<file path="src/rtl/ltwr_defs.svh">
`ifndef LTWR_DEFS_SVH
`define LTWR_DEFS_SVH

// Trigger function geometry.
`define NUM_CHAN      4
`define NUM_COL       2
`define NUM_TERM      8
`define TERM_W        3
`define TERMS_W       24

// Positions inside the synchronised pin vector.
`define PIN_W         11
`define PIN_CHAN_LSB  0
`define PIN_EXTCLK    4
`define PIN_EXTRST    5
`define PIN_SWEEP     6
`define PIN_PROBE_LSB 7

// Timing: the chop rate is derived from the system clock rate.
`define CLK_HZ        200000000
`define CHOP_HZ       1000000
`define CHOP_CYCLES   (`CLK_HZ / `CHOP_HZ)

// Reset values.
`define RST_DISP_CHAN 2'h0

`endif

</file>
<file path="src/rtl/ltwr_pkg.sv">
`include "ltwr_defs.svh"

package ltwr_pkg;

	typedef enum logic [`TERM_W-1:0]
	{
		TERM_X,
		TERM_HI,
		TERM_LO,
		TERM_RISE,
		TERM_FALL
	} term_e;

	typedef logic [`TERM_W-1:0] term_t;

endpackage

</file>
<file path="src/rtl/fn_link_if.sv">
`timescale 1ns/1ps
`include "ltwr_defs.svh"

interface fn_link_if;
	logic [`TERMS_W-1:0]  terms;
	logic [`NUM_CHAN-1:0] lvl;
	logic [`NUM_CHAN-1:0] prv;
	logic                 hit;
	logic                 has_edge;
	logic                 programmed;

	modport host
	(
		output terms,
		output lvl,
		output prv,
		input  hit,
		input  has_edge,
		input  programmed
	);

	modport eval
	(
		input  terms,
		input  lvl,
		input  prv,
		output hit,
		output has_edge,
		output programmed
	);
endinterface

</file>
<file path="src/rtl/fn_word_eval.sv">
`timescale 1ns/1ps
`include "ltwr_defs.svh"

module fn_word_eval
	import ltwr_pkg::*;
(
	input  wire logic clk_i,        // System clock.
	input  wire logic rst_i,        // Asynchronous reset, active high.
	fn_link_if.eval   link          // Terms in, match result out.
);

	logic [`NUM_TERM-1:0] match;
	logic [`NUM_TERM-1:0] active;
	logic [`NUM_TERM-1:0] edgy;
	logic [`NUM_COL-1:0]  col_true;
	logic                 hit;

	for (genvar s = 0; s < `NUM_TERM; s++)
	begin : g_term
		localparam int K = s % `NUM_CHAN;
		wire term_t code = link.terms[s*`TERM_W +: `TERM_W];
		wire        lv   = link.lvl[K];
		wire        pv   = link.prv[K];
		// Codes outside the defined set behave as don't care.
		assign match[s]  = (code == TERM_HI)   ? lv :
		                   (code == TERM_LO)   ? !lv :
		                   (code == TERM_RISE) ? (lv && !pv) :
		                   (code == TERM_FALL) ? (!lv && pv) : 1'b1;
		assign active[s] = (code == TERM_HI) || (code == TERM_LO) ||
		                   (code == TERM_RISE) || (code == TERM_FALL);
		assign edgy[s]   = (code == TERM_RISE) || (code == TERM_FALL);
	end

	for (genvar c = 0; c < `NUM_COL; c++)
	begin : g_col
		// A column with every term don't care is inactive, not always true.
		assign col_true[c] = (&match[c*`NUM_CHAN +: `NUM_CHAN]) &&
		                     (|active[c*`NUM_CHAN +: `NUM_CHAN]);
	end

	assign link.has_edge   = |edgy;
	assign link.programmed = |active;
	assign link.hit        = hit;

	always_ff @(posedge clk_i or posedge rst_i)
	begin
		if (rst_i)
			hit <= 1'b0;
		else
			hit <= |col_true;
	end
endmodule

</file>
<file path="src/rtl/logic_trigger_word_recognizer.sv">
`timescale 1ns/1ps
`include "ltwr_defs.svh"

module logic_trigger_word_recognizer
	import ltwr_pkg::*;
#(
	parameter int CHOP_DIV = `CHOP_CYCLES        // Clock cycles per chop step.
)
(
	input  wire logic                 clk_i,              // System clock, 200 MHz.
	input  wire logic                 rst_i,              // Asynchronous reset, high.
	input  wire logic [`NUM_CHAN-1:0] chan_thr_i,         // Thresholded channel pins.
	input  wire logic                 ext_clk_i,          // External clock pin.
	input  wire logic                 ext_reset_i,        // External reset pin, high.
	input  wire logic                 sweep_done_i,       // Time-base sweep end pin.
	input  wire logic [`NUM_CHAN-1:0] probe_sense_i,      // 10X probe sensed pins.
	input  wire logic                 func_sel_b_i,       // Selected function: 1 = B.
	input  wire logic                 prog_we_i,          // Write one term, pulse.
	input  wire logic [2:0]           prog_slot_i,        // Column*4 + channel.
	input  wire logic [`TERM_W-1:0]   prog_term_i,        // Term code to write.
	input  wire logic                 clear_i,            // Clear selected, pulse.
	input  wire logic                 nested_mode_i,      // Nested A then B mode.
	input  wire logic                 ext_qual_req_i,     // Request external qualify.
	input  wire logic                 ext_slope_rise_i,   // Qualify on rising edge.
	input  wire logic                 replica_req_i,      // Request replica trace.
	input  wire logic [`NUM_CHAN-1:0] display_en_i,       // Per-channel display on.
	input  wire logic [`NUM_CHAN-1:0] input_ground_i,     // Per-channel ground.
	input  wire logic                 alt_mode_i,         // 1 = alternate, 0 = chop.
	input  wire logic [`NUM_CHAN-1:0] family_ttl_i,       // 1 = TTL, 0 = ECL.
	input  wire logic [`NUM_CHAN-1:0] hiz_sel_i,          // 1 = one megohm.
	output logic                      trig_out_o,         // Trigger to time base.
	output logic                      replica_o,          // Replica trace level.
	output logic                      replica_on_o,       // Replica trace shown.
	output logic                      ext_qual_o,         // External qualify active.
	output logic                      armed_o,            // Nested armed state.
	output logic                      msg_edge_conflict_o,// Edge/ext clock refusal.
	output logic                      msg_no_func_a_o,    // Function A missing.
	output logic [1:0]                disp_chan_o,        // Channel being displayed.
	output logic                      disp_on_o,          // Any channel displayed.
	output logic [`NUM_CHAN-1:0]      amp_ground_o,       // Amplifier input grounded.
	output logic [`NUM_CHAN-1:0]      conn_path_o,        // Connector path closed.
	output logic [`NUM_CHAN-1:0]      term_50_o,          // 50 ohm termination on.
	output logic [`NUM_CHAN-1:0]      family_ttl_o,       // TTL thresholds in use.
	output logic [`NUM_CHAN-1:0]      readout_x10_o       // Readout scaled by ten.
);

	localparam int CW = (CHOP_DIV > 2) ? $clog2(CHOP_DIV) : 1;

	if (CHOP_DIV < 2)
	begin : g_bad_div
		$error("CHOP_DIV must be at least 2.");
	end

	fn_link_if link_a ();
	fn_link_if link_b ();

	fn_word_eval u_eval_a
	(
		.clk_i (clk_i),
		.rst_i (rst_i),
		.link  (link_a.eval)
	);

	fn_word_eval u_eval_b
	(
		.clk_i (clk_i),
		.rst_i (rst_i),
		.link  (link_b.eval)
	);

	logic [`PIN_W-1:0]    pin_s1;
	logic [`PIN_W-1:0]    pin_s2;
	logic [`NUM_CHAN-1:0] chan_prv;
	logic                 ext_clk_d;
	logic                 sweep_d;
	logic                 qual_strobe;
	logic                 hit_a_d;
	logic                 hit_b_d;
	logic                 nested_q;
	logic                 req_d;
	logic                 armed;
	logic [CW-1:0]        chop_cnt;
	logic [1:0]           disp_chan;

	wire [`PIN_W-1:0] pin_raw = {probe_sense_i, sweep_done_i, ext_reset_i, ext_clk_i,
	                             chan_thr_i};
	wire [`NUM_CHAN-1:0] chan_s  = pin_s2[`PIN_CHAN_LSB +: `NUM_CHAN];
	wire                 ext_lvl = pin_s2[`PIN_EXTCLK];
	wire                 ext_rst = pin_s2[`PIN_EXTRST];
	wire                 sweep_s = pin_s2[`PIN_SWEEP];
	wire [`NUM_CHAN-1:0] probe_s = pin_s2[`PIN_PROBE_LSB +: `NUM_CHAN];

	// Grounding opens the connector path, so the comparator sees a low input.
	wire [`NUM_CHAN-1:0] trig_lvl = chan_s & ~input_ground_i;

	assign link_a.lvl = trig_lvl;
	assign link_a.prv = chan_prv;
	assign link_b.lvl = trig_lvl;
	assign link_b.prv = chan_prv;

	// Term programming and clearing touch only the selected function.
	wire is_edge_term = (prog_term_i == TERM_RISE) || (prog_term_i == TERM_FALL);
	wire edge_refused = prog_we_i && is_edge_term && ext_qual_o;
	wire prog_ok      = prog_we_i && !edge_refused;
	wire wr_a         = prog_ok && !func_sel_b_i;
	wire wr_b         = prog_ok && func_sel_b_i;
	wire clr_a        = clear_i && !func_sel_b_i;
	wire clr_b        = clear_i && func_sel_b_i;

	for (genvar s = 0; s < `NUM_TERM; s++)
	begin : g_slot
		term_t ta;
		term_t tb;
		wire   here = (prog_slot_i == 3'(s));

		assign link_a.terms[s*`TERM_W +: `TERM_W] = ta;
		assign link_b.terms[s*`TERM_W +: `TERM_W] = tb;

		always_ff @(posedge clk_i or posedge rst_i)
		begin
			if (rst_i)
			begin
				ta <= TERM_X;
				tb <= TERM_X;
			end
			else
			begin
				if (clr_a)
					ta <= TERM_X;
				else if (wr_a && here)
					ta <= prog_term_i;
				if (clr_b)
					tb <= TERM_X;
				else if (wr_b && here)
					tb <= prog_term_i;
			end
		end
	end

	// External qualify is only entered on a fresh request with no edge terms.
	wire any_edge      = link_a.has_edge || link_b.has_edge;
	wire qual_refused  = ext_qual_req_i && !req_d && any_edge && !ext_qual_o;
	wire next_ext_qual = ext_qual_req_i && (ext_qual_o || (!req_d && !any_edge));
	wire next_msg_edge = edge_refused || qual_refused;

	wire next_msg_no_a = (nested_mode_i && !nested_q && !link_a.programmed) ||
	                     (nested_q && clr_a);

	// The strobe is delayed one cycle to line up with the registered hits.
	wire ext_edge = ext_slope_rise_i ? (ext_lvl && !ext_clk_d) :
	                                   (!ext_lvl && ext_clk_d);

	wire hit_a = link_a.hit && !ext_rst;
	wire hit_b = link_b.hit && !ext_rst;
	wire evt_a = ext_qual_o ? (hit_a && qual_strobe) : (hit_a && !hit_a_d);
	wire evt_b = ext_qual_o ? (hit_b && qual_strobe) : (hit_b && !hit_b_d);
	wire sel_hit = func_sel_b_i ? hit_b : hit_a;
	wire single_trig = ext_qual_o ? (sel_hit && qual_strobe) : sel_hit;
	wire fire = nested_q && armed && evt_b;
	wire next_trig = nested_q ? fire : single_trig;

	wire mode_change = nested_mode_i != nested_q;
	// Further A events while armed change nothing; the same state is held.
	wire next_armed = (!nested_q || mode_change || ext_rst) ? 1'b0 :
	                  fire  ? 1'b0 :
	                  evt_a ? 1'b1 : armed;

	wire next_replica    = ext_qual_o ? ext_lvl : next_trig;
	wire next_replica_on = replica_req_i || (display_en_i == '0);

	// Display switching among enabled channels.
	function automatic logic [1:0] next_enabled(input logic [1:0] cur,
	                                            input logic [`NUM_CHAN-1:0] en);
		logic [1:0] pick;
		logic [1:0] cand;
		pick = cur;
		for (int i = `NUM_CHAN - 1; i >= 1; i--)
		begin
			cand = 2'(cur + 2'(i));
			if (en[cand])
				pick = cand;
		end
		return pick;
	endfunction

	wire           sweep_evt = sweep_s && !sweep_d;
	wire           chop_tick = chop_cnt == CW'(CHOP_DIV - 1);
	wire           advance   = alt_mode_i ? sweep_evt : chop_tick;
	wire [CW-1:0]  next_chop = chop_tick ? '0 : CW'(chop_cnt + 1'b1);
	wire [1:0]     next_disp = advance ? next_enabled(disp_chan, display_en_i) : disp_chan;

	assign disp_chan_o = disp_chan;
	assign armed_o     = armed;

	always_ff @(posedge clk_i or posedge rst_i)
	begin
		if (rst_i)
		begin
			pin_s1 <= '0;
			pin_s2 <= '0;
		end
		else
		begin
			pin_s1 <= pin_raw;
			pin_s2 <= pin_s1;
		end
	end

	always_ff @(posedge clk_i or posedge rst_i)
	begin
		if (rst_i)
		begin
			chan_prv    <= '0;
			ext_clk_d   <= 1'b0;
			sweep_d     <= 1'b0;
			qual_strobe <= 1'b0;
			hit_a_d     <= 1'b0;
			hit_b_d     <= 1'b0;
			nested_q    <= 1'b0;
			req_d       <= 1'b0;
		end
		else
		begin
			chan_prv    <= trig_lvl;
			ext_clk_d   <= ext_lvl;
			sweep_d     <= sweep_s;
			qual_strobe <= ext_edge;
			hit_a_d     <= hit_a;
			hit_b_d     <= hit_b;
			nested_q    <= nested_mode_i;
			req_d       <= ext_qual_req_i;
		end
	end

	always_ff @(posedge clk_i or posedge rst_i)
	begin
		if (rst_i)
		begin
			armed               <= 1'b0;
			trig_out_o          <= 1'b0;
			replica_o           <= 1'b0;
			replica_on_o        <= 1'b0;
			ext_qual_o          <= 1'b0;
			msg_edge_conflict_o <= 1'b0;
			msg_no_func_a_o     <= 1'b0;
		end
		else
		begin
			armed               <= next_armed;
			trig_out_o          <= next_trig;
			replica_o           <= next_replica;
			replica_on_o        <= next_replica_on;
			ext_qual_o          <= next_ext_qual;
			msg_edge_conflict_o <= next_msg_edge;
			msg_no_func_a_o     <= next_msg_no_a;
		end
	end

	always_ff @(posedge clk_i or posedge rst_i)
	begin
		if (rst_i)
		begin
			chop_cnt  <= '0;
			disp_chan <= `RST_DISP_CHAN;
			disp_on_o <= 1'b0;
		end
		else
		begin
			chop_cnt  <= next_chop;
			disp_chan <= next_disp;
			disp_on_o <= |display_en_i;
		end
	end

	// Channel status: ground is independent of display, so the trace remains.
	always_ff @(posedge clk_i or posedge rst_i)
	begin
		if (rst_i)
		begin
			amp_ground_o  <= '0;
			conn_path_o   <= '0;
			term_50_o     <= '0;
			family_ttl_o  <= '0;
			readout_x10_o <= '0;
		end
		else
		begin
			amp_ground_o  <= input_ground_i;
			conn_path_o   <= ~input_ground_i;
			term_50_o     <= ~hiz_sel_i;
			family_ttl_o  <= family_ttl_i;
			readout_x10_o <= probe_s;
		end
	end
endmodule

</file>
<file path="config.mk">
export PLATFORM = sky130hd
export DESIGN_NAME = logic_trigger_word_recognizer
export DESIGN_NICKNAME = d
export VERILOG_FILES = /design/src/rtl/ltwr_pkg.sv /design/src/rtl/fn_link_if.sv /design/src/rtl/fn_word_eval.sv /design/src/rtl/logic_trigger_word_recognizer.sv
export VERILOG_INCLUDE_DIRS = /design/src /design/src/rtl
export SDC_FILE = /design/constraint.sdc
export NUM_CORES = 1
export LEC_CHECK = 0
export BUFFER_PORTS_ARGS = -buffer_cell sky130_fd_sc_hd__buf_2
export CAP_MARGIN = 20
export CORE_ASPECT_RATIO = 1.5
export CORE_UTILIZATION = 55
export DETAILED_ROUTE_END_ITERATION = 8
export GPL_TIMING_DRIVEN = 1
export PLACE_DENSITY_LB_ADDON = 0.2
export SKIP_CTS_REPAIR_TIMING = 1
export SLEW_MARGIN = 20
export SYNTH_ARGS = -nofsm -noshare
export SYNTH_HDL_FRONTEND = slang
export SYNTH_SLANG_ARGS = --single-unit
</file>
<file path="constraint.sdc">
create_clock -name clk_i -period 5 [get_ports clk_i]
set_clock_uncertainty 0.2 [all_clocks]
set_input_delay 0.75 -clock clk_i [delete_from_list [all_inputs] [get_ports clk_i]]
set_output_delay 0.75 -clock clk_i [all_outputs]
set_load 0.02 [all_outputs]
</file>
## Word level (Yosys, flattened, before mapping)

Cells that the tools add are included.

- Memories kept: 0
- Bits in read-only memories: 0
- RAM bits: 0
- Input bits: 43
- Logic and storage cells: 428
- Register bits after elaboration: 121
- Bits in latches: 0
- Output and inout bits: 30

- Bitwise operators: 3
- $lt $le $gt $ge: 3
- Eq/ne operators: 75
- $mul: 0
- Add/subtract/negate cells: 4
- Reduce and logical (&&, ||, !) cells: 183
- Divide/modulo/power cells: 0
- Multiplexer cells: 117
- Shift operators: 0

Operator list:

| cell | count |
|---|---|
| $eq A3 B2 Y1 const B | 35 |
| $mux W3 | 32 |
| $mux W1 | 78 |
| $logic_or A1 B1 Y1 | 72 |
| $eq A3 B3 Y1 const B | 21 |
| $logic_and A1 B1 Y1 | 55 |
| $eq A3 B1 Y1 const B | 17 |
| $reduce_bool A2 Y1 | 16 |
| $reduce_or A8 Y1 | 3 |
| $logic_not A1 Y1 | 21 |
| $reduce_or A4 Y1 | 5 |
| $reduce_and A4 Y1 | 4 |
| $lt A2 B3 Y1 const B | 3 |
| $add A8 B1 Y8 const B | 1 |
| $eq A8 B8 Y1 const B | 1 |
| $mux W8 | 1 |
| $not A4 Y4 | 2 |
| $bmux W1 S2 | 3 |
| $mux W2 | 3 |
| $reduce_bool A3 Y1 | 2 |
| $add A2 B2 Y2 const B | 2 |
| $and A4 B4 Y4 | 1 |
| $logic_not A4 Y1 | 1 |
| $reduce_or A2 Y1 | 2 |
| 4 further kinds | 4 |

## Logic depth before layout (Yosys ltp)

Gate-level depths: netlist (run 1).

- Word-level depth: 11
- Mapped depth: 8
- Gate-level depth less buffers: 6

## By module

From an unflattened synthesis (run 1), not the netlist that was laid out.

- Cell total of the unflattened synthesis: 539
- Area, all modules: 5765.5 um2

By module, submodules not included:

| module | area an instance (um2) | cells each | seq. area each (um2) | times used |
|---|---|---|---|---|
| logic_trigger_word_recognizer | 4529.3 | 359 | 2977.9 | 1 |
| fn_word_eval | 618.1 | 90 | 25.0 | 2 |

## Least setup slack after synthesis (run 1)

Ideal clock, no wire load.

- Path type: input to register
- Start point: in prog_term_i[0]
- End point: reg g_slot[7].ta[0]
- Data required time: 4.668 ns
- Data arrival time: 2.134 ns
- Setup slack: 2.534 ns
- Buffers on the path: 3
- Stages: 8
- Library setup time: 0.132 ns
- Cells stage by stage: buf_2 > or3b_1 > a21oi_4 > buf_12 > or4_4 > buf_6 > mux2i_1 > nor2_1

- Cells in the longest elaborated chain, start to end: 9
- Elaborated cells between the ends (all ways): 12
- Those cells by class: 2 x eq/ne; 2 x mux; 8 x reduce/logical

Ends and longest elaborated chain:

| item | RTL line | source |
|---|---|---|
| start, declared | logic_trigger_word_recognizer.sv:20 | `` input wire logic [`TERM_W-1:0] prog_term_i, `` |
| $eq A3 B2 Y1 / $eq A3 B3 Y1 (equally long branches) | logic_trigger_word_recognizer.sv:102 | `wire is_edge_term = (prog_term_i == TERM_RISE) \|\| (prog_term_i == TERM_FALL);` |
| $logic_or A1 B1 Y1 | logic_trigger_word_recognizer.sv:102 |  |
| $logic_and A1 B1 Y1 (2 in a row) | logic_trigger_word_recognizer.sv:103 | `wire edge_refused = prog_we_i && is_edge_term && ext_qual_o;` |
| $logic_not A1 Y1 | logic_trigger_word_recognizer.sv:104 | `wire prog_ok = prog_we_i && !edge_refused;` |
| $logic_and A1 B1 Y1 | logic_trigger_word_recognizer.sv:104 |  |
| $logic_and A1 B1 Y1 | logic_trigger_word_recognizer.sv:105 | `wire wr_a = prog_ok && !func_sel_b_i;` |
| $logic_and A1 B1 Y1 | logic_trigger_word_recognizer.sv:130 | `else if (wr_a && here)` |
| $reduce_bool A2 Y1 (no line) | - |  |
| end signal, assigned | logic_trigger_word_recognizer.sv:131 | `ta <= prog_term_i;` |
| end, declared | logic_trigger_word_recognizer.sv:112 | `term_t ta;` |

Several ways; a longest one is shown, not always the timed one. The select of a mux whose other input is x is not followed.
A chain may end at the register's enable or synchronous reset.

## Worst setup path in the final report (run 1)

- Start point: in prog_term_i[2]
- End point: reg g_slot[1].ta[2]

- Cells in the longest elaborated chain, start to end: 9
- Elaborated cells between the ends (all ways): 12
- Those cells by class: 2 x eq/ne; 2 x mux; 8 x reduce/logical

Ends and longest elaborated chain:

| item | RTL line |
|---|---|
| $eq A3 B2 Y1 / $eq A3 B3 Y1 (equally long branches) | logic_trigger_word_recognizer.sv:102 |
| $logic_or A1 B1 Y1 | logic_trigger_word_recognizer.sv:102 |
| $logic_and A1 B1 Y1 (2 in a row) | logic_trigger_word_recognizer.sv:103 |
| $logic_not A1 Y1 | logic_trigger_word_recognizer.sv:104 |
| $logic_and A1 B1 Y1 | logic_trigger_word_recognizer.sv:104 |
| $logic_and A1 B1 Y1 | logic_trigger_word_recognizer.sv:105 |
| $logic_and A1 B1 Y1 | logic_trigger_word_recognizer.sv:130 |
| $reduce_bool A2 Y1 (no line) | - |
| end signal, assigned | logic_trigger_word_recognizer.sv:131 |
| end, declared | logic_trigger_word_recognizer.sv:112 |

Several ways; a longest one is shown, not always the timed one. The select of a mux whose other input is x is not followed.

==> results of run 1 <==
routing by layer:
| layer | share of wire [%] | GRT usage [%] | vias to the layer above | routed length [um] |
|---|---|---|---|---|
| li1 | - | - | 2069 | - |
| met1 | 36 | 28.24 | 2188 | 5075 |
| met2 | 55 | 49.53 | 132 | 7640 |
| met3 | 3.5 | 5.602 | 47 | 487 |
| met4 | 5.1 | 15.98 | 0 | 716 |
| met5 | 0 | 0 | - | 0 |
where the power goes:
group / total [mW] / switching, mW / leakage, nW / internal (mW)
Sequential: 1.11 / 0.0690 / 1.54 / 1.04
Clock: 1.14 / 0.446 / 0.277 / 0.697
Combinational: 0.302 / 0.183 / 1.34 / 0.118
Total: 2.55 / 0.698 / 3.15 / 1.86
worst paths after layout:
path | start | end | slack [ps] | depth (start not counted)
min | pin_s1[2] | pin_s2[2] | 140 | 0
max in group asynchronous | rst_i | g_slot[3].ta[0] | 3330 | 3
max | prog_term_i[2] | g_slot[1].ta[2] | 2360 | 6
min reg2reg | pin_s1[2] | pin_s2[2] | 140 | 0
max reg2reg | g_slot[4].tb[0] | msg_edge_conflict_o | 2520 | 5
min in group asynchronous | rst_i | pin_s1[9] | 240 | 2
area by class of cell:
cell class              instances  area (um2)  area share [%]
clock buffers                  18       439.2           6.481
inverters                      28       110.1           1.625
clock inverters                13       118.9           1.754
repair buffers                 74       375.4           5.539
well taps                     141       176.4           2.603
flip-flops and latches        121        3028           44.68
multi-input cells             371        2529           37.32
cells in the mapped netlist, types with 4 or more instances:
library cell  count  area (um2)
a2111oi_0         6       52.55
a211oi_1          4       30.03
a21oi_1          23       115.1
and3_1            5       31.28
buf_2            11       55.05
clkbuf_1         13       48.80
dfrtp_1         121        3028
inv_1            23       86.33
inv_2             5       18.77
mux2i_1          52       520.5
nand2_1          27       101.4
nand2b_1         20       125.1
nand3_1           8       40.04
nand3b_1         16       120.1
nand4_1           5       31.28
nor2_1           75       281.5
nor2b_1           4       25.02
nor3_1            4       20.02
nor3b_1          17       127.6
nor4_1            4       25.02
nor4b_1           4       35.03
nor4b_4           4       95.09
o2111ai_1         8       70.07
o21ai_0           9       45.04
o21ai_1           9       45.04
o21bai_1          7       52.55
o22ai_1           6       37.54
or4_1             9       67.56
xor2_1            6       52.55
logic make-up after synthesis:
logic type,count (synthesis),synth area share (%)
XOR/XNOR,9,1.352
multiplexers,53,9.120
buffers and inverters,59,4.700
adder cells (fa/ha/maj),1,0.2146
AND/OR/NAND/NOR,219,22.45
AO/OA/AOI/OAI,89,10.24
flip-flops,121,51.93
registers in the layout, indices dropped and copies added (netlist names), 2 cells and up:
register	cells
conn_path_o	4
readout_x10_o	4
term_50_o	4
pin_s1	11
amp_ground_o	4
disp_chan_o	2
g_slot.tb	24
family_ttl_o	4
chop_cnt	8
g_slot.ta	24
pin_s2	11
chan_prv	4
through the flow:
stage	hold slack (ps)	power [mW]	cells	setup slack, ps	instance area (um2)
2_1_floorplan	131.2	1.323	551	835.8	5831
3_3_place_gp	132.5	1.415	735	2005	6216
3_5_place_dp	134.7	1.425	735	1915	6216
4_1_cts	145.1	2.569	766	2343	6774
5_1_grt	151.0	2.655	766	2229	6777
6_report	143.0	2.554	766	2356	6777
==> results.json, run 1 <==
{
  "status": "completed",
  "coreArea_mm2": 0.01019,
  "tns_ps": 0,
  "cts-root-buf": "clkbuf_16",
  "postSynthAreaPerCell_um2": 10.58,
  "cp-end-kind": "flop",
  "clk_latency_ps": 410,
  "yosys_warnings": 0,
  "cpPeakStageDelay_ps": 610,
  "grt_setup_unrepaired": "false",
  "cap_violations": 0,
  "core.rowCount": 45,
  "grt_use_total_pct": 27.14,
  "syn_to_final_growth_pct": 16.22,
  "min_period_over_period_pct": 52.89,
  "dieArea_mm2": 0.01102,
  "grt_pass1_wl_um": 22470,
  "post_drt_wl_per_cell_um": 18.17,
  "finalHoldViolations": 0,
  "yosysUniqueCellTypes": 56,
  "postSynthCellCount": 551,
  "postSynth.asyncResetShare_pct": 100.0,
  "critPathArrivalTime_ps": 2730,
  "die_h_um": 128.1,
  "diodes": 0,
  "fin_util_pct": 66.49,
  "io_pins": 73,
  "finalWirelength_um": 13920,
  "ant_nets": 0,
  "seq_area_frac_synth_pct": 51.93,
  "crit_slowest_cell": "a21oi_4",
  "drive_gt1_share_pct": 19.68,
  "cts_buffer_depth": 2,
  "setup_viol": 0,
  "grt-ovfl-total": 0,
  "nets": 657,
  "synth_nets": 595,
  "grt_antenna_before_repair": 0,
  "numClockSinks": 121,
  "final_common_cell": "dfrtp_1",
  "num-fill-cells": 787,
  "place_congestion": 0.8641,
  "synth_edf_count": 0,
  "die_w_um": 86.07,
  "synthesis.area_mm2": 0.005831,
  "p_per_area_mw_per_mm2": 376.9,
  "grt_pass1_vias": 4503,
  "relSlewSlack_pct": 44.30,
  "path_max_fanout": 18,
  "dp_hpwl_um": 10010,
  "period_minus_slack_ps": 2644,
  "required_ps": 5090,
  "ir_drop_uv": 343.7,
  "max_freq_ghz": 0.3782,
  "path_clk_slew_ps": 60,
  "finalMaxSlewViolations": 0,
  "htree_levels": 4,
  "drtIter0Drc": 230,
  "worst_pin_slew_ps": 814.4,
  "most-common-layout-cells": "dfrtp_1, nor2_1, buf_2",
  "hp-class": "flop to flop",
  "leakagePower_nw": 3.149,
  "path_class": "input pin to flop",
  "viasPerCell": 5.791,
  "path_cells": "buf_2 > or3b_1 > a21oi_4 > or4_1 > mux2i_1 > nor2_1",
  "critPathLaunchType": "input pin",
  "critPathBufInv": 1,
  "drt_pass1_iterations": 5,
  "synthFlopType": "dfrtp_1",
  "cts_buffers": 17,
  "start_util_pct": 57.21,
  "ys_seq_elements": 121,
  "tritoncts": "yes",
  "timing.critical_path.max_delay_family": "simple AND/OR/NAND/NOR gates",
  "port_buffers": 72,
  "drc": 0,
  "grt_max_degree": 84,
  "vias": 4436
}
(Power assumes the default switching activity.)
==> run 2, diff against run 1 <==
Clock period 5 ns to 2.63 ns, I/O delays scaled along.
==> run 2 against run 1 <==
  * First-iteration DRC count rose by 27%
  * Non-clock buffer count up 50
  * Clock power increased by 100%
==> results.json, run 2 (synthesized netlist as in run 1, its figures left out) <==
{
  "status": "completed",
  "ir_drop_uv": 699.1,
  "most-common-layout-cells": "dfrtp_1, nor2_1, buf_2",
  "syn_to_final_growth_pct": 24.46,
  "finalPower_mw": 5.084,
  "cts_buffer_depth": 2,
  "final_common_cell": "dfrtp_1",
  "cts-root-buf": "clkbuf_16",
  "grt_pass1_vias": 4780,
  "drive_gt1_share_pct": 21.33,
  "dieArea_mm2": 0.01102,
  "crit_slowest_cell": "dlygate4sd3_1",
  "tritoncts": "yes",
  "htree_levels": 4,
  "die_w_um": 86.07,
  "ant_nets": 0,
  "numClockSinks": 121,
  "place_congestion": 0.8685,
  "port_buffers": 72,
  "required_ps": 2690,
  "diodes": 0,
  "critPathLaunchType": "input pin",
  "grt_pass1_wl_um": 24360,
  "max_freq_ghz": 0.3914,
  "largestRegisters": "g_slot.ta: 24 flops, g_slot.tb: 24 flops",
  "cap_violations": 0,
  "critPathBufInv": 2,
  "dpl-instance-area_mm2": 0.006402,
  "leakagePower_nw": 3.389,
  "path_max_fanout": 7,
  "hp-class": "input pin to flop",
  "path_clk_slew_ps": 60,
  "grt_max_degree": 80,
  "relSlewSlack_pct": 42.40,
  "grt-ovfl-total": 0,
  "final_area_mm2": 0.007257,
  "cts_buffers": 17,
  "io_pins": 73,
  "period_minus_slack_ps": 2555,
  "nets": 707,
  "cpPeakStageDelay_ps": 530,
  "vias": 4748,
  "die_h_um": 128.1,
  "clk_latency_ps": 420,
  "fin_hold_ws_ps": 35.48,
  "p_per_area_mw_per_mm2": 700.6,
  "critPathArrivalTime_ps": 2620,
  "grt_use_total_pct": 29.68,
  "cp-end-kind": "flop",
  "grt_antenna_before_repair": 0,
  "post_drt_wl_per_cell_um": 18.99,
  "setup_viol": 0,
  "drt_pass1_iterations": 5,
  "finalWirelength_um": 15490,
  "tns_ps": 0,
  "dp_hpwl_um": 10750,
  "path_class": "input pin to flop",
  "coreArea_mm2": 0.01019,
  "viasPerCell": 5.819,
  "drc": 0,
  "fin_util_pct": 71.21,
  "drtIter0Drc": 291,
  "worst_pin_slew_ps": 864.0,
  "min_period_over_period_pct": 97.15,
  "path_cells": "dlygate4sd3_1 > buf_2 > nand2b_1 > and4_1 > a2111oi_0 > nand4_1 > o22ai_1",
  "timing.critical_path.max_delay_family": "compound AO/OA/AOI/OAI gates",
  "start_util_pct": 57.21,
  "finalMaxSlewViolations": 0,
  "finalHoldViolations": 0,
  "core.rowCount": 45
}
## run 2: cell types whose count changed in the layout (fill, tap and decap cells not counted), sizes merged
cell,change
bufinv,+2
clkbuf,+1
inv,-4
buf,+23
dlygate4sd3,+27
clkinvlp,+2
clkinv,-1
## run 2: cell type report
type,count,area [um2]
flip-flops and latches,121,3028
multi-input cells,371,2529
well taps,141,176.4
clock buffers,19,432.9
inverters,28,108.9
fillers,729,2934
clock inverters,12,151.4
repair buffers,124,830.8
## run 2: through the flow
step | cells | setup WS [ps]
3_5_place_dp | 758 | 243.9
4_1_cts | 789 | 315.1
2_1_floorplan | 551 | 519.7
6_report | 816 | 74.86
3_3_place_gp | 758 | 257.0
5_1_grt | 816 | -5.449
## run 2: power breakdown
group	switching, mW	internal (mW)	leakage (nW)
combinational	0.389	0.276	1.57
clock	0.847	1.48	0.283
sequential	0.114	1.98	1.54
total	1.35	3.73	3.39
## run 2: routing by layer
metal  track usage, %  wire, um  up-vias
met5                0         0        -
met4            21.47      1084        0
met3            6.117       636       65
met2            52.52      8316      165
met1            30.63      5456     2345
li1                 -         -     2173
## run 2: worst paths after layout
check	startpoint	depth (start not counted)	slack (ps)	endpoint
worst max-delay path	input_ground_i[3]	7	70	u_eval_b.link.hit
worst min-delay path	ext_slope_rise_i	3	40	qual_strobe
worst max register to register	g_slot[3].tb[0]	5	250	u_eval_b.link.hit
worst min register to register	pin_s1[5]	0	150	pin_s2[5]
max in group asynchronous	rst_i	4	1140	disp_chan_o[1]
min in group asynchronous	rst_i	3	340	pin_s1[0]
## run 2: worst reg2reg max path: stages, from the launching register on
cell and delay, ps:
dfrtp_1 370, nor3b_1 600, or4_1 280, nor3_1 70, or3_1 310, o22ai_1 390
==> run 3, diff against run 2 <==
Settings changed: SYNTH_HIERARCHICAL set to 1.
==> run 3 against run 2 <==
  * Critical path depth increased by 1
  * Clock power about the same
  * Utilization decreased by 0.23 points
  * Non-clock buffer count decreased by 16
  * Sequential power about the same
  * Fmax increased by 2.5%
  * Via count decreased by 2.9%
  * Critical path type unchanged
  * Critical endpoint is now u_eval_b/link.hit
  * Largest cell class unchanged
  * Largest power group unchanged
  * Highest routed layer unchanged
==> results.json, run 3 <==
{
  "cts_buffer_depth": 2,
  "viasPerCell": 5.870,
  "post_drt_wl_per_cell_um": 18.74,
  "p_per_area_mw_per_mm2": 701.7,
  "largestRegisters": "g_slot.ta: 24 flops, g_slot.tb: 24 flops",
  "grt_pass1_wl_um": 22790,
  "numClockSinks": 121,
  "cts_buffers": 17,
  "worst_pin_slew_ps": 703.6,
  "ant_nets": 0,
  "start_util_pct": 56.85,
  "grt_max_degree": 72,
  "port_buffers": 72,
  "most-common-layout-cells": "dfrtp_1, buf_2, nand2_1",
  "max_freq_ghz": 0.4013,
  "tritoncts": "yes",
  "die_h_um": 127.4,
  "grt-ovfl-total": 0,
  "num-fill-cells": 747,
  "setup_viol": 0,
  "leakagePower_nw": 3.476,
  "grt_setup_unrepaired": "false",
  "path_class": "input pin to flop",
  "crit_slowest_cell": "dlygate4sd3_1",
  "relSlewSlack_pct": 52.66,
  "place_congestion": 0.9764,
  "syn_to_final_growth_pct": 24.84,
  "htree_levels": 4,
  "postSynthCellCount": 538,
  "path_max_fanout": 6,
  "finalMaxSlewViolations": 0,
  "min_period_over_period_pct": 94.76,
  "cpPeakStageDelay_ps": 550,
  "diodes": 0,
  "hp-class": "input pin to flop",
  "path_clk_slew_ps": 60,
  "cts-root-buf": "clkbuf_16",
  "dp_hpwl_um": 10060,
  "period_minus_slack_ps": 2492,
  "grt_use_total_pct": 27.95,
  "finalHoldViolations": 0,
  "status": "completed",
  "grt_antenna_before_repair": 0,
  "clk_latency_ps": 410,
  "cap_violations": 0,
  "final_common_cell": "dfrtp_1",
  "drt_pass1_iterations": 5,
  "nets": 699,
  "critPathLaunchType": "input pin",
  "dieArea_mm2": 0.01090,
  "grt_pass1_vias": 4627,
  "finalPower_mw": 5.047,
  "drc": 0,
  "required_ps": 2770,
  "coreArea_mm2": 0.01013,
  "io_pins": 73,
  "path_cells": "dlygate4sd3_1 > buf_2 > nor2b_1 > buf_4 > nor4b_1 > or4_1 > nor4_1 > a32o_1",
  "die_w_um": 85.57,
  "core.rowCount": 45,
  "ir_drop_uv": 624.0,
  "synth_nets": 582,
  "tns_ps": 0,
  "drive_gt1_share_pct": 18.41,
  "cp-end-kind": "flop",
  "drtIter0Drc": 263,
  "vias": 4608,
  "yosys_warnings": 6,
  "finalWirelength_um": 14710,
  "critPathArrivalTime_ps": 2630,
  "synthesis.area_mm2": 0.005762,
  "postSynthAreaPerCell_um2": 10.71
}
==> run 3: worst paths after layout <==
check / start / to / slack [ps] / depth (start not counted)
max: input_ground_i[0] / u_eval_b/link.hit / 140 / 8
min in group asynchronous: rst_i / u_eval_b/link.hit / 220 / 3
max reg2reg: g_slot[1].tb[2] / ext_qual_o / 270 / 5
min: ext_slope_rise_i / qual_strobe / 30 / 3
min reg2reg: pin_s1[4] / pin_s2[4] / 150 / 0
max in group asynchronous: rst_i / chop_cnt[3] / 1150 / 4
==> run 3: critical path, delay by kind of cell <==
family | cells | cell delay [ps]
buffers and inverters | 3 | 910
and+or+nand+nor | 4 | 1160
AOI/OAI and AO/OA | 1 | 170
==> run 3: metal layers <==
| layer | vias up | global-route usage, % | routed length (um) |
|---|---|---|---|
| met3 | 42 | 5.426 | 563 |
| met5 | - | 0 | 0 |
| met2 | 131 | 50.07 | 8022 |
| met4 | 0 | 17.45 | 642 |
| met1 | 2261 | 29.86 | 5482 |
| li1 | 2174 | - | - |
==> run 3: cell type report <==
type | count | area, um2 | share of cell area (%)
multi-input cells | 390 | 2620 | 36.42
inverters | 17 | 67.56 | 0.9393
well taps | 117 | 146.4 | 2.035
repair buffers | 108 | 735.7 | 10.23
flip-flops and latches | 121 | 3028 | 42.09
clock inverters | 15 | 170.2 | 2.366
clock buffers | 17 | 425.4 | 5.914
==> run 3: report_power, final <==
part           switching (mW)  leakage (nW)  internal [mW]
sequential              0.128          1.53           1.98
combinational           0.355          1.65          0.282
clock                   0.950         0.294           1.35
==> run 3: stage by stage <==
| step | utilization (%) | hold WS, ps | instances | cell area [um2] | worst slack (ps) |
|---|---|---|---|---|---|
| global route | 70.98 | 37.05 | 785 | 7193 | 5.343 |
| detailed placement | 62.43 | 84.82 | 726 | 6327 | 297.9 |
| floorplan | - | -76.79 | 538 | 5766 | 443.4 |
| finish | 70.98 | 32.63 | 785 | 7193 | 137.8 |
| CTS | 68.31 | -349.7 | 758 | 6923 | 276.8 |
| global placement | 62.43 | 87.83 | 726 | 6327 | 350.6 |
